===== src/design/cell_protection_pkg.sv =====
// Constants, register layout and helpers of the cell protection control block
package cell_protection_pkg;
	// Bus geometry
	localparam int ADDR_WIDTH = 18;
	localparam int DATA_WIDTH = 32;
	localparam int REG_WIDTH  = 16;
	// Register indexes, byte address is four times the index
	localparam logic [15:0] STAT_INDEX       = 16'h0000;
	localparam logic [15:0] TRIM_KEY_INDEX   = 16'h001D;
	localparam logic [15:0] TRIM_GAIN_INDEX  = 16'h001E;
	localparam logic [15:0] TRIM_LIMIT_INDEX = 16'h001F;
	localparam logic [15:0] ADC_CONFIG_INDEX = 16'h600A;
	localparam int          TRIM_WORDS       = 3;
	localparam int          TRIM_INDEX_WIDTH = 2;
	// Protection register fields
	localparam int FLAG_LSB        = 11;
	localparam int FLAG_COUNT      = 5;
	localparam int CHG_OC_FLAG_BIT = 4;
	localparam int DSG_OC_FLAG_BIT = 3;
	localparam int SHORT_FLAG_BIT  = 2;
	localparam int HIGH_V_FLAG_BIT = 1;
	localparam int LOW_V_FLAG_BIT  = 0;
	localparam int CHG_MIRROR_BIT  = 9;
	localparam int DSG_MIRROR_BIT  = 8;
	localparam int CHG_ALLOW_BIT   = 3;
	localparam int DSG_ALLOW_BIT   = 2;
	localparam int MODE_LSB        = 0;
	// Mode codes
	localparam logic [1:0] MODE_OFF      = 2'h0;
	localparam logic [1:0] MODE_RELEASED = 2'h3;
	// Reset values
	localparam logic       CHG_ALLOW_RESET  = 1'h1;
	localparam logic       DSG_ALLOW_RESET  = 1'h1;
	localparam logic [1:0] MODE_RESET       = 2'h0;
	localparam logic [15:0] TRIM_RESET      = 16'h0000;
	localparam logic [15:0] ADC_CONFIG_RESET = 16'h0000;
	// Trim fields and defaults
	localparam logic [7:0] TRIM_KEY_VALID      = 8'h76;
	localparam int         SLAVE_ADDR_LSB      = 8;
	localparam logic [6:0] SLAVE_ADDR_DEFAULT  = 7'h0B;
	localparam int         GAIN_LSB            = 8;
	localparam logic [7:0] GAIN_DEFAULT        = 8'h00; // Arbitrary factory value
	localparam int         TEMPCO_LSB          = 0;
	localparam logic [7:0] TEMPCO_DEFAULT      = 8'h00;
	localparam int         TEMP_LIMIT_EN_BIT   = 7;
	localparam logic       TEMP_LIMIT_EN_DEFAULT = 1'h0;
	// Bus responses
	localparam logic [1:0] RESP_OKAY   = 2'h0;
	localparam logic [1:0] RESP_DECERR = 2'h3;

	// Word index of a byte address
	function automatic logic [15:0] word_index(input logic [ADDR_WIDTH-1:0] addr);
		return addr[ADDR_WIDTH-1:2];
	endfunction : word_index

	// Merge a 16-bit word under two byte strobes
	function automatic logic [15:0] merge_bytes(input logic [15:0] old,
			input logic [15:0] data, input logic [1:0] strobe);
		return {strobe[1] ? data[15:8] : old[15:8], strobe[0] ? data[7:0] : old[7:0]};
	endfunction : merge_bytes
endpackage : cell_protection_pkg


===== src/design/fault_flag_bank.sv =====
// Sticky fault flags with software clear
`timescale 1ns/1ps
module fault_flag_bank #(
	parameter int COUNT = 5
) (
	// Clock and reset
	input  wire logic             clk,
	input  wire logic             rst,
	// Live fault levels and clear requests
	input  wire logic [COUNT-1:0] faultActive,
	input  wire logic [COUNT-1:0] clearRequest,
	// Flag state
	output logic      [COUNT-1:0] flags_q
);
	logic [COUNT-1:0] flags_d;

	if (COUNT < 1) begin : badCount
		$error("fault_flag_bank needs at least one flag");
	end

	// Live fault sets and holds; clear only lands once the fault is gone
	assign flags_d = faultActive | (flags_q & ~clearRequest);

	// Flag storage
	always_ff @(posedge clk) begin
		if (rst) begin
			flags_q <= '0;
		end else begin
			flags_q <= flags_d;
		end
	end
endmodule : fault_flag_bank


===== src/design/trim_store.sv =====
// Small rewritable trim word store with registered read port
`timescale 1ns/1ps
module trim_store #(
	parameter int          WORDS       = 3,
	parameter int          INDEX_WIDTH = 2,
	parameter logic [15:0] RESET_WORD  = 16'h0000
) (
	// Clock and reset
	input  wire logic                   clk,
	input  wire logic                   rst,
	// Write port
	input  wire logic                   writeEnable,
	input  wire logic [INDEX_WIDTH-1:0] writeIndex,
	input  wire logic [1:0]             writeBytes,
	input  wire logic [15:0]            writeData,
	// Read port
	input  wire logic [INDEX_WIDTH-1:0] readIndex,
	output logic      [15:0]            readData_q,
	// Whole contents for the trim selection
	output logic      [WORDS*16-1:0]    contents_q
);
	import cell_protection_pkg::*;

	logic [15:0] mem_q [WORDS];

	if (WORDS < 1 || WORDS > (1 << INDEX_WIDTH)) begin : badSize
		$error("trim_store word count does not fit its index");
	end

	// Word storage with byte writes
	always_ff @(posedge clk) begin
		if (rst) begin
			for (int i = 0; i < WORDS; i++) begin
				mem_q[i] <= RESET_WORD;
			end
		end else if (writeEnable && int'(writeIndex) < WORDS) begin
			mem_q[writeIndex] <= merge_bytes(mem_q[writeIndex], writeData, writeBytes);
		end
	end

	// Registered read, out of range reads zero
	always_ff @(posedge clk) begin
		if (rst) begin
			readData_q <= 16'h0000;
		end else begin
			readData_q <= (int'(readIndex) < WORDS) ? mem_q[readIndex] : 16'h0000;
		end
	end

	// Flattened view of the stored words
	for (genvar g = 0; g < WORDS; g++) begin : flat
		assign contents_q[g*16 +: 16] = mem_q[g];
	end
endmodule : trim_store


===== src/design/cell_protection_control.sv =====
// Protection register, FET gating, trim selection and AXI4-Lite slave
//
// Chosen here: register access over AXI4-Lite.
`timescale 1ns/1ps
module cell_protection_control (
	// Clock and reset
	input  wire logic                                  clk,
	input  wire logic                                  rst,
	// AXI4-Lite write address
	input  wire logic [cell_protection_pkg::ADDR_WIDTH-1:0] s_axi_awaddr,
	input  wire logic [2:0]                            s_axi_awprot,
	input  wire logic                                  s_axi_awvalid,
	output logic                                       s_axi_awready,
	// AXI4-Lite write data
	input  wire logic [cell_protection_pkg::DATA_WIDTH-1:0] s_axi_wdata,
	input  wire logic [3:0]                            s_axi_wstrb,
	input  wire logic                                  s_axi_wvalid,
	output logic                                       s_axi_wready,
	// AXI4-Lite write response
	output logic      [1:0]                            s_axi_bresp,
	output logic                                       s_axi_bvalid,
	input  wire logic                                  s_axi_bready,
	// AXI4-Lite read address
	input  wire logic [cell_protection_pkg::ADDR_WIDTH-1:0] s_axi_araddr,
	input  wire logic [2:0]                            s_axi_arprot,
	input  wire logic                                  s_axi_arvalid,
	output logic                                       s_axi_arready,
	// AXI4-Lite read data
	output logic      [cell_protection_pkg::DATA_WIDTH-1:0] s_axi_rdata,
	output logic      [1:0]                            s_axi_rresp,
	output logic                                       s_axi_rvalid,
	input  wire logic                                  s_axi_rready,
	// Fault conditions from the analog protection comparators
	input  wire logic                                  chargeOvercurrentFault,
	input  wire logic                                  dischargeOvercurrentFault,
	input  wire logic                                  shortedLoadFault,
	input  wire logic                                  highCellVoltageFault,
	input  wire logic                                  lowCellVoltageFault,
	input  wire logic                                  chargeTempFault,
	input  wire logic                                  dischargeTempFault,
	input  wire logic                                  sleepActive,
	// FET gate switch controls
	output logic                                       chargeGateToPump,
	output logic                                       chargeGateToSupply,
	output logic                                       dischargeGateToPump,
	output logic                                       dischargeGateToGround,
	// Converter control and thresholds
	output logic                                       converterEnable,
	output logic      [15:0]                           converterConfig,
	// Selected trim values
	output logic                                       userTrimActive,
	output logic      [6:0]                            slaveAddress,
	output logic      [7:0]                            currentGainTrim,
	output logic      [7:0]                            senseResistorTempco,
	output logic                                       tempLimitEnable
);
	import cell_protection_pkg::*;

	// Input synchroniser, first stage read only by the second
	logic [7:0] pinMeta_q;
	logic [7:0] pinSync_q;
	wire  [7:0] pinRaw = {sleepActive, dischargeTempFault, chargeTempFault,
		lowCellVoltageFault, highCellVoltageFault, shortedLoadFault,
		dischargeOvercurrentFault, chargeOvercurrentFault};

	always_ff @(posedge clk) begin
		if (rst) begin
			pinMeta_q <= 8'h00;
			pinSync_q <= 8'h00;
		end else begin
			pinMeta_q <= pinRaw;
			pinSync_q <= pinMeta_q;
		end
	end

	// Named synchronised fault levels
	wire chgOcLive = pinSync_q[0];
	wire dsgOcLive = pinSync_q[1];
	wire shortLive = pinSync_q[2];
	wire highVLive = pinSync_q[3];
	wire lowVLive  = pinSync_q[4];
	wire chgTemp   = pinSync_q[5];
	wire dsgTemp   = pinSync_q[6];
	wire asleep    = pinSync_q[7];

	// Software control bits and converter configuration
	logic       chargeAllow_q;
	logic       chargeAllow_d;
	logic       dischargeAllow_q;
	logic       dischargeAllow_d;
	logic [1:0] protectMeasureMode_q;
	logic [1:0] protectMeasureMode_d;
	logic [15:0] adcConfig_q;
	logic [15:0] adcConfig_d;
	logic       chargeFetControl_q;
	logic       dischargeFetControl_q;
	logic [FLAG_COUNT-1:0] faultFlags_q;

	// Write channel state
	logic        awHeld_q;
	logic        wHeld_q;
	logic [15:0] awIndex_q;
	logic [15:0] wData_q;
	logic [1:0]  wStrb_q;
	logic        bvalid_q;
	logic [1:0]  bresp_q;

	// Read channel state
	logic        rdStage_q;
	logic [15:0] arIndex_q;
	logic        rvalid_q;
	logic [31:0] rdata_q;
	logic [1:0]  rresp_q;

	// Channel readiness
	assign s_axi_awready = !awHeld_q && !bvalid_q;
	assign s_axi_wready  = !wHeld_q && !bvalid_q;
	assign s_axi_arready = !rdStage_q && !rvalid_q;
	wire awTake = s_axi_awvalid && s_axi_awready;
	wire wTake  = s_axi_wvalid && s_axi_wready;
	wire arTake = s_axi_arvalid && s_axi_arready;

	// Write commit once address and data are both held
	wire doWrite   = awHeld_q && wHeld_q && !bvalid_q;
	wire wrStat    = doWrite && awIndex_q == STAT_INDEX;
	wire wrAdc     = doWrite && awIndex_q == ADC_CONFIG_INDEX;
	wire wrTrim    = doWrite && awIndex_q >= TRIM_KEY_INDEX && awIndex_q <= TRIM_LIMIT_INDEX;
	wire wrMapped  = wrStat || wrAdc || wrTrim;
	wire [15:0] trimWrOffset = awIndex_q - TRIM_KEY_INDEX;

	// Address and data capture
	always_ff @(posedge clk) begin
		if (rst) begin
			awHeld_q  <= 1'b0;
			awIndex_q <= 16'h0000;
		end else if (awTake) begin
			awHeld_q  <= 1'b1;
			awIndex_q <= word_index(s_axi_awaddr);
		end else if (doWrite) begin
			awHeld_q  <= 1'b0;
		end
	end

	always_ff @(posedge clk) begin
		if (rst) begin
			wHeld_q <= 1'b0;
			wData_q <= 16'h0000;
			wStrb_q <= 2'h0;
		end else if (wTake) begin
			wHeld_q <= 1'b1;
			wData_q <= s_axi_wdata[15:0];
			wStrb_q <= s_axi_wstrb[1:0];
		end else if (doWrite) begin
			wHeld_q <= 1'b0;
		end
	end

	// Write response, decode error for unmapped words
	always_ff @(posedge clk) begin
		if (rst) begin
			bvalid_q <= 1'b0;
			bresp_q  <= RESP_OKAY;
		end else if (doWrite) begin
			bvalid_q <= 1'b1;
			bresp_q  <= wrMapped ? RESP_OKAY : RESP_DECERR;
		end else if (s_axi_bready) begin
			bvalid_q <= 1'b0;
		end
	end
	assign s_axi_bvalid = bvalid_q;
	assign s_axi_bresp  = bresp_q;

	// Protection register write; reserved bits are never stored
	wire [15:0] statMerged = merge_bytes(16'h0000, wData_q, wStrb_q);
	assign chargeAllow_d = (wrStat && wStrb_q[0]) ? statMerged[CHG_ALLOW_BIT]
		: chargeAllow_q;
	assign dischargeAllow_d = (wrStat && wStrb_q[0]) ? statMerged[DSG_ALLOW_BIT]
		: dischargeAllow_q;
	assign protectMeasureMode_d = (wrStat && wStrb_q[0]) ? statMerged[MODE_LSB +: 2]
		: protectMeasureMode_q;
	assign adcConfig_d = wrAdc ? merge_bytes(adcConfig_q, wData_q, wStrb_q)
		: adcConfig_q;

	always_ff @(posedge clk) begin
		if (rst) begin
			chargeAllow_q        <= CHG_ALLOW_RESET;
			dischargeAllow_q     <= DSG_ALLOW_RESET;
			protectMeasureMode_q <= MODE_RESET;
			adcConfig_q          <= ADC_CONFIG_RESET;
		end else begin
			chargeAllow_q        <= chargeAllow_d;
			dischargeAllow_q     <= dischargeAllow_d;
			protectMeasureMode_q <= protectMeasureMode_d;
			adcConfig_q          <= adcConfig_d;
		end
	end

	// Flag clears: a zero written in the upper byte asks to clear
	wire [FLAG_COUNT-1:0] flagClear = (wrStat && wStrb_q[1])
		? ~statMerged[FLAG_LSB +: FLAG_COUNT] : '0;
	wire [FLAG_COUNT-1:0] faultLive = {chgOcLive, dsgOcLive, shortLive, highVLive,
		lowVLive};

	fault_flag_bank #(
		.COUNT        (FLAG_COUNT)
	) flagBank (
		.clk          (clk),
		.rst          (rst),
		.faultActive  (faultLive),
		.clearRequest (flagClear),
		.flags_q      (faultFlags_q)
	);

	// Trim word store
	logic [15:0]            trimReadData_q;
	logic [TRIM_WORDS*16-1:0] trimContents_q;
	wire  [15:0] arIndexNow  = word_index(s_axi_araddr);
	wire  [15:0] trimRdOffset = arIndexNow - TRIM_KEY_INDEX;

	trim_store #(
		.WORDS       (TRIM_WORDS),
		.INDEX_WIDTH (TRIM_INDEX_WIDTH),
		.RESET_WORD  (TRIM_RESET)
	) trimStore (
		.clk         (clk),
		.rst         (rst),
		.writeEnable (wrTrim),
		.writeIndex  (trimWrOffset[TRIM_INDEX_WIDTH-1:0]),
		.writeBytes  (wStrb_q),
		.writeData   (wData_q),
		.readIndex   (trimRdOffset[TRIM_INDEX_WIDTH-1:0]),
		.readData_q  (trimReadData_q),
		.contents_q  (trimContents_q)
	);

	// Trim selection, all values follow the single key check
	wire [15:0] keyWord   = trimContents_q[0 +: 16];
	wire [15:0] gainWord  = trimContents_q[16 +: 16];
	wire [15:0] limitWord = trimContents_q[32 +: 16];
	wire        keyValid  = keyWord[7:0] == TRIM_KEY_VALID;
	wire        tempEnSel = keyValid ? limitWord[TEMP_LIMIT_EN_BIT]
		: TEMP_LIMIT_EN_DEFAULT;

	// Trim outputs registered
	always_ff @(posedge clk) begin
		if (rst) begin
			userTrimActive      <= 1'b0;
			slaveAddress        <= SLAVE_ADDR_DEFAULT;
			currentGainTrim     <= GAIN_DEFAULT;
			senseResistorTempco <= TEMPCO_DEFAULT;
			tempLimitEnable     <= TEMP_LIMIT_EN_DEFAULT;
		end else begin
			userTrimActive      <= keyValid;
			slaveAddress        <= keyValid ? keyWord[SLAVE_ADDR_LSB +: 7]
				: SLAVE_ADDR_DEFAULT;
			currentGainTrim     <= keyValid ? gainWord[GAIN_LSB +: 8]
				: GAIN_DEFAULT;
			senseResistorTempco <= keyValid ? gainWord[TEMPCO_LSB +: 8]
				: TEMPCO_DEFAULT;
			tempLimitEnable     <= tempEnSel;
		end
	end

	// FET permission, faults override software; temperature faults only while the selected temp limit enable is set
	wire modeReleased = protectMeasureMode_q == MODE_RELEASED;
	wire chargeOk = !highVLive && !lowVLive && !chgOcLive && !(tempEnSel && chgTemp)
		&& chargeAllow_q && modeReleased && !asleep;
	wire dischargeOk = !lowVLive && !chgOcLive && !dsgOcLive && !shortLive
		&& !(tempEnSel && dsgTemp) && dischargeAllow_q
		&& modeReleased && !asleep;

	// FET control state and converter enable
	always_ff @(posedge clk) begin
		if (rst) begin
			chargeFetControl_q    <= 1'b0;
			dischargeFetControl_q <= 1'b0;
			converterEnable       <= 1'b0;
		end else begin
			chargeFetControl_q    <= chargeOk;
			dischargeFetControl_q <= dischargeOk;
			converterEnable       <= protectMeasureMode_q != MODE_OFF;
		end
	end

	// Gate switches: pump when on, rail or ground when off
	assign chargeGateToPump      = chargeFetControl_q;
	assign chargeGateToSupply    = !chargeFetControl_q;
	assign dischargeGateToPump   = dischargeFetControl_q;
	assign dischargeGateToGround = !dischargeFetControl_q;
	assign converterConfig       = adcConfig_q;

	// Protection register read view, reserved bits zero
	wire [15:0] statView = {faultFlags_q, 1'b0, chargeFetControl_q, dischargeFetControl_q,
		4'h0, chargeAllow_q, dischargeAllow_q, protectMeasureMode_q};

	// Read decode on the held index
	wire rdStat   = arIndex_q == STAT_INDEX;
	wire rdAdc    = arIndex_q == ADC_CONFIG_INDEX;
	wire rdTrim   = arIndex_q >= TRIM_KEY_INDEX && arIndex_q <= TRIM_LIMIT_INDEX;
	wire [15:0] rdWord = rdStat ? statView : rdAdc ? adcConfig_q
		: rdTrim ? trimReadData_q : 16'h0000;

	// Read pipeline: index held, then data registered
	always_ff @(posedge clk) begin
		if (rst) begin
			rdStage_q <= 1'b0;
			arIndex_q <= 16'h0000;
		end else if (arTake) begin
			rdStage_q <= 1'b1;
			arIndex_q <= arIndexNow;
		end else begin
			rdStage_q <= 1'b0;
		end
	end

	always_ff @(posedge clk) begin
		if (rst) begin
			rvalid_q <= 1'b0;
			rdata_q  <= 32'h00000000;
			rresp_q  <= RESP_OKAY;
		end else if (rdStage_q) begin
			rvalid_q <= 1'b1;
			rdata_q  <= {16'h0000, rdWord};
			rresp_q  <= (rdStat || rdAdc || rdTrim) ? RESP_OKAY : RESP_DECERR;
		end else if (s_axi_rready) begin
			rvalid_q <= 1'b0;
		end
	end
	assign s_axi_rvalid = rvalid_q;
	assign s_axi_rdata  = rdata_q;
	assign s_axi_rresp  = rresp_q;
endmodule : cell_protection_control


===== config.mk =====
export PLATFORM = sky130hd
export DESIGN_NAME = cell_protection_control
export DESIGN_NICKNAME = d
export VERILOG_FILES = /design/src/design/cell_protection_pkg.sv /design/src/design/fault_flag_bank.sv /design/src/design/trim_store.sv /design/src/design/cell_protection_control.sv
export SDC_FILE = /design/constraint.sdc
export NUM_CORES = 1
export LEC_CHECK = 0
export BUFFER_PORTS_ARGS = -buffer_cell sky130_fd_sc_hd__buf_2
export CORE_MARGIN = 1
export CORE_UTILIZATION = 50
export CTS_CLUSTER_DIAMETER = 150
export DETAILED_ROUTE_END_ITERATION = 10
export MAX_ROUTING_LAYER = met4
export PLACE_DENSITY = 0.74
export REMOVE_ABC_BUFFERS = 1
export SLEW_MARGIN = 25
export SYNTH_ARGS = -nofsm -noshare
export SYNTH_HDL_FRONTEND = slang
export SYNTH_HIERARCHICAL = 1
export SYNTH_SLANG_ARGS = --single-unit

===== constraint.sdc =====
create_clock -name clk -period 3.09 [get_ports clk]
set_input_delay 0.4635 -clock clk [delete_from_list [all_inputs] [get_ports clk]]
set_output_delay 0.4635 -clock clk [all_outputs]
set_load 0.02 [all_outputs]

* After elaboration in Yosys (flattened, before gate mapping)
Memory sizes are Yosys's and may differ from the RTL's. A register that Yosys moved wholly into a read port is not among the register bits.
Index checks and enable logic that the tools add are counted.
Widths: inputs -> output; s select.
** Word-level totals
- Register bits after elaboration :: 128
- Memory bits (writable) :: 48
- Bits of input ports :: 93
- Word-level logic and storage cells :: 138
- Output and inout port bits :: 87
- Memories :: 1
** Memory list
- trimStore.mem_q :: words 3, width 16, read ports 4, clocked after Yosys merged registers in 2, wr ports 3, RTL line trim_store.sv:24 : logic [15:0] mem_q [WORDS];
** Operators by class
- Eq/ne operators :: 6
- Multiplexer cells :: 27
- Reduce and logical (&&, ||, !) cells :: 64
- $add $sub $neg :: 2
- Bitwise operators :: 6
- Order comparisons :: 6
** Operators by type and width (number)
- $mux 16 :: 4
- $eq 16x15->1 const B :: 2
- $ge 16x5->1 const B :: 2
- $le 16x5->1 const B :: 2
- $logic_not 16->1 :: 2
- $logic_and 1x1->1 :: 31
- $mux 8 :: 3
- $reduce_or 16->1 :: 1
- $logic_not 1->1 :: 15
- $mux 1 :: 14
- $not 5->5 :: 2
- $reduce_bool 2->1 :: 5
- $eq 8x7->1 const B :: 1
- $mux 2 :: 4
- $reduce_and 2->1 :: 4
- $and 5x5->5 :: 1
- $mux 5 :: 1
- $or 5x5->5 :: 1
- $logic_or 1x1->1 :: 4
- $lt 2x2->1 const B :: 2
- $mux 4 :: 1
- $reduce_or 2->1 :: 2
- $sub 2x1->2 const B :: 2
- $eq 2x2->1 const B :: 1
- 2 further kinds :: 4

* Longest topological paths before layout
- Depth in word-level cells :: 11
- Gate-level depth with buffers :: 9
- Gate-level depth less buffers :: 8

* By module
The synthesis kept the hierarchy.
** By module, submodules not included
- cell_protection_control :: sequential area each 2742.6 sq um, area each 5490.3 sq um, cells each 638, times used 1
- trim_store :: sequential area each 1761.7 sq um, area each 3029.2 sq um, cells each 223, times used 1
- fault_flag_bank :: sequential area each 100.1 sq um, area each 175.2 sq um, cells each 20, times used 1

* Least setup slack after synthesis
Ideal clock, no wire load.
- Kind :: register to register
- From :: register bvalid_q, in the netlist s_axi_bvalid
- To :: memory trimStore.mem_q[1][10] (enable)
- Required time :: 2.715 ns
- Buffers on the path :: 0
- Stages on the path, launching flop included :: 6
- Clock period less this slack :: 2.201 ns
- Arrival :: 1.827 ns
- Slack :: 0.889 ns
- Path through :: dfxtp_1 > and3b_1 > nand4_1 > nor3_1 > nand2_1 > o21bai_1
** RTL lines
- start, declared :: RTL line cell_protection_control.sv:105 : logic bvalid_q;
- start signal, assigned :: RTL line cell_protection_control.sv:161 : bvalid_q <= 1'b0;
- start signal, assigned :: RTL line cell_protection_control.sv:164 : bvalid_q <= 1'b1;
- start signal, assigned :: RTL line cell_protection_control.sv:167 : bvalid_q <= 1'b0;
- end, declared :: RTL line trim_store.sv:24

==> results.py <==
metrics = {
    "global_routing": {
        "grt_pass1_wl_microns": 32300,
        "grt_max_degree": 75,
        "grt_util_all_layers_pct": 23.6,
        "grt_pass1_vias": 6308,
        "grt_busiest_layer": "met2",
        "antenna_found_initial": 0,
        "gr-usage-met1_pct": 29.7,
        "overflow": 0,
        "met3_usage_pct": 3.93,
        "met2_usage_pct": 38.0,
    },
    "floorplanning": {
        "die_h_microns": 134,
        "start_util_pct": 51.9,
        "core.rowCount": 47,
        "dieArea_sq_um": 17900,
        "die_w_microns": 134,
        "coreArea_sq_um": 16800,
        "pin_count": 180,
    },
    "detailed_routing": {
        "dr_total_vias": 6655,
        "drt_wl_total_microns": 20700,
        "drtAntennaViolNets": 0,
        "post_drt_wl_per_cell_microns": 16.7,
        "dr.pass1.iters": 5,
        "drc": 0,
        "viasPerCell": 5.37,
        "drt_iter0_markers": 439,
    },
    "timing": {
        "report.final.hold_viol_count": 0,
        "fin_crit_sh_pct": 78.7,
        "finalCriticalPeriod_ns": 2.43,
        "tightest_slew_ns": 0.881,
        "fmax_mhz": 411,
        "relSlewSlack_pct": 40.8,
        "rsz0062_at_grt": "no",
        "setup_viol": 0,
        "fin_skew_ns": 0.0154,
        "holdWs_ns": 0.170,
        "drv_slew": 0,
        "finalSetupTns_ns": 0,
    },
    "power": {
        "finalPower_uw": 6230,
        "power_density_nw_per_um2": 608,
        "p_leak_uw": 0.00422,
        "vdd_drop_max_mv": 0.456,
    },
    "worst_setup_path": {
        "critPathRequiredTime_ns": 3.29,
        "reg2regPathDepth": 6,
        "critPathKind": "reg2reg",
        "crit-reg2reg-capture": "trimStore/mem_q[0][5]$_SDFFCE_PN0P_",
        "rr_startpoint": "awIndex_q[15]$_SDFFE_PP0P_",
        "crit_arrival_ns": 2.63,
        "setup.worst_path.end": "trimStore/mem_q[0][5]$_SDFFCE_PN0P_",
        "endpoint_kind": "register",
        "cp_max_fo": 8,
        "start_kind": "register",
        "critical_path.startpoint": "awIndex_q[15]$_SDFFE_PP0P_",
        "rrSetupSlack_ns": 0.66,
    },
    "place": {
        "placed_area_sq_um": 9470,
        "gp_congestion": 0.829,
        "numPortBuffers": 135,
        "dp.final_hpwl_microns": 14200,
    },
    "finish": {
        "fillerInstances": 1437,
        "num_antenna_cells": 0,
        "area_delta_synth_final_pct": 17.8,
        "nets": 1101,
        "drive_above_1_share_pct": 29.4,
        "fin_area_sq_um": 10200,
    },
    "clock_tree": {
        "cts_tree": "yes",
        "h-tree-depth": 1,
        "ctsResizeCount": 0,
        "path_clk_slew_ns": 0.06,
        "cts_buffer_depth": 3,
        "clock_sinks": 206,
        "insertion_delay_ns": 0.51,
        "ctsHoldBuffers": 0,
        "cts_setup_buffers": 0,
        "cts_buffers": 22,
        "root_buffer": "clkbuf_16",
    },
    "logic_synthesis": {
        "ys_seq_area_share_pct": 53.0,
        "yosysWarnings": 6,
        "synth_top_area_share_pct": 36.4,
        "synthSimpleGateAreaFrac_pct": 24.3,
        "syn_area_sq_um": 8690,
        "synthAdderAreaFrac_pct": 0.576,
        "synth_area_per_cell_sq_um": 9.87,
        "synth_xor_area_share_pct": 0.101,
        "synth_compound_area_share_pct": 15.4,
        "synth_edf_count": 48,
        "synth.ff_latch_count": 206,
        "synth_ff_type": "dfxtp_1",
        "muxShareOfSynthArea_pct": 0.115,
        "postSynthCellCount": 881,
        "yosysTopAreaCell": "dfxtp_1",
        "ys_types": 54,
        "synth_area_leaders": "dfxtp_1 (36%), edfxtp_1 (17%), nand2_1 (5.2%), a21oi_1 (4.5%), nor2_2 (3.5%)",
        "synth_top_family_by_area": "simple AND/OR/NAND/NOR gates",
        "async_flop_share_pct": 0,
    },
    "job": {
        "drv_cap": 0,
    },
    "run_status": {
        "status": "finished clean",
    },
    "hold_path": {
        "hold_depth": 2,
        "min_path_type": "in2reg",
    },
}
## cells in the mapped netlist (4+ instances only)
cell type	instances
nand2_1	121
inv_1	28
nor4_1	4
buf_2	9
a21o_1	8
clkbuf_1	36
o21ai_0	25
and2_1	23
a221oi_2	10
a21oi_1	79
edfxtp_1	48
nand4_1	20
o21ai_1	10
a211oi_2	22
nand3_1	5
nor3b_1	12
nor2_2	48
nand2b_1	22
or3_1	7
nand3b_1	5
buf_4	23
dfxtp_1	158
o21bai_1	17
nand2_4	16
ha_1	4
nor3_1	15
nor2b_1	32
buf_6	9
a211oi_1	9
nor2_1	24
a32o_1	5
## metrics by stage
step	setup slack [ns]	utilization [%]	instances
floorplan	0.0876	-	818
global placement	0.734	56.5	1200
detailed placement	0.731	56.5	1200
CTS	0.698	61.1	1240
global route	0.467	61.1	1240
finish	0.659	61.1	1240
## layout by cell type (no fill, tap or decap), types with 3 or more instances in the layout
master and instances:
a211oi_1 9, a211oi_2 22, a21o_1 8, a21oi_1 79, a221oi_2 10, a32o_1 5, and2_1 23, and3b_1 3
buf_2 134, buf_4 27, clkbuf_1 7, clkbuf_16 24, clkbuf_8 5, conb_1 16, dfxtp_1 158, edfxtp_1 48
ha_1 4, inv_1 28, nand2_1 121, nand2_4 16, nand2b_1 22, nand3_1 5, nand3b_1 5, nand4_1 20
nor2_1 23, nor2_2 49, nor2b_1 32, nor3_1 15, nor3b_1 12, nor4_1 4, o21ai_0 25, o21ai_1 10
o21bai_1 17, or3_1 7
## state kept, by name, summed over array words and instances (netlist names), 8 cells and up
signal and count:
wData_q 16, currentGainTrim 8, arIndex_q 16, senseResistorTempco 8, pinMeta_q 8, trimStore/readData_q 16, awIndex_q 16, trimStore/mem_q 48
converterConfig 16, s_axi_rdata 16, pinSync_q 8
## power breakdown
group          internal [uW]  leakage (uW)  switching (uW)  total (uW)
clock network           1710      0.000377            1030        2740
logic                    191       0.00205             354         545
registers               2860       0.00179            76.0        2940
total                   4770       0.00422            1460        6230
## cells by family (layout without fill, tap and decap cells)
group / count (synthesis) / in the layout
simple gates: 373 / 373
flops: 206 / 206
compound gates: 189 / 189
buf+inv: 106 / 230
fa+ha+maj: 4 / 4
other cells: 1 / 16
xor+xnor: 1 / 1
mux: 1 / 1
## area by class of cell
type                       count  area, sq um  area share [%]
timing repair buffer         162          893            8.72
clock buffer                  37          703            6.87
multi-input combinational    584         3590            35.1
inverter                      28          105            1.03
tap                          220          275            2.69
sequential                   206         4600            45.0
clock inverter                 3         65.1           0.635
## metal layers
metal	vias up	part of all wire (%)	wire, microns
met1	3141	43	8910
met3	45	6.3	1310
met2	239	47	9840
met5	-	0	0
met4	0	3.3	686
li1	3230	-	-
## critical path: stages, from the launching register on
cell	delay (ns)
dfxtp_1	0.31
nor4_1	0.39
nand4_1	0.19
nor3_1	0.63
nand2_1	0.21
o21bai_1	0.21
buf_4	0.20
## worst min path at each step
stage	slack, ns	start	endpoint
2_1_floorplan	0.38	pinSync_q[6]$_SDFF_PP0_	dischargeGateToPump$_SDFF_PP0_
3_3_place_gp	0.40	pinSync_q[6]$_SDFF_PP0_	dischargeGateToPump$_SDFF_PP0_
3_5_place_dp	0.41	pinSync_q[6]$_SDFF_PP0_	dischargeGateToPump$_SDFF_PP0_
4_1_cts	0.16	highCellVoltageFault	pinMeta_q[3]$_SDFF_PP0_
5_1_grt	0.16	lowCellVoltageFault	pinMeta_q[4]$_SDFF_PP0_
6_report	0.17	dischargeTempFault	pinMeta_q[6]$_SDFF_PP0_
No activity file was read; power rests on OpenSTA's default activity.
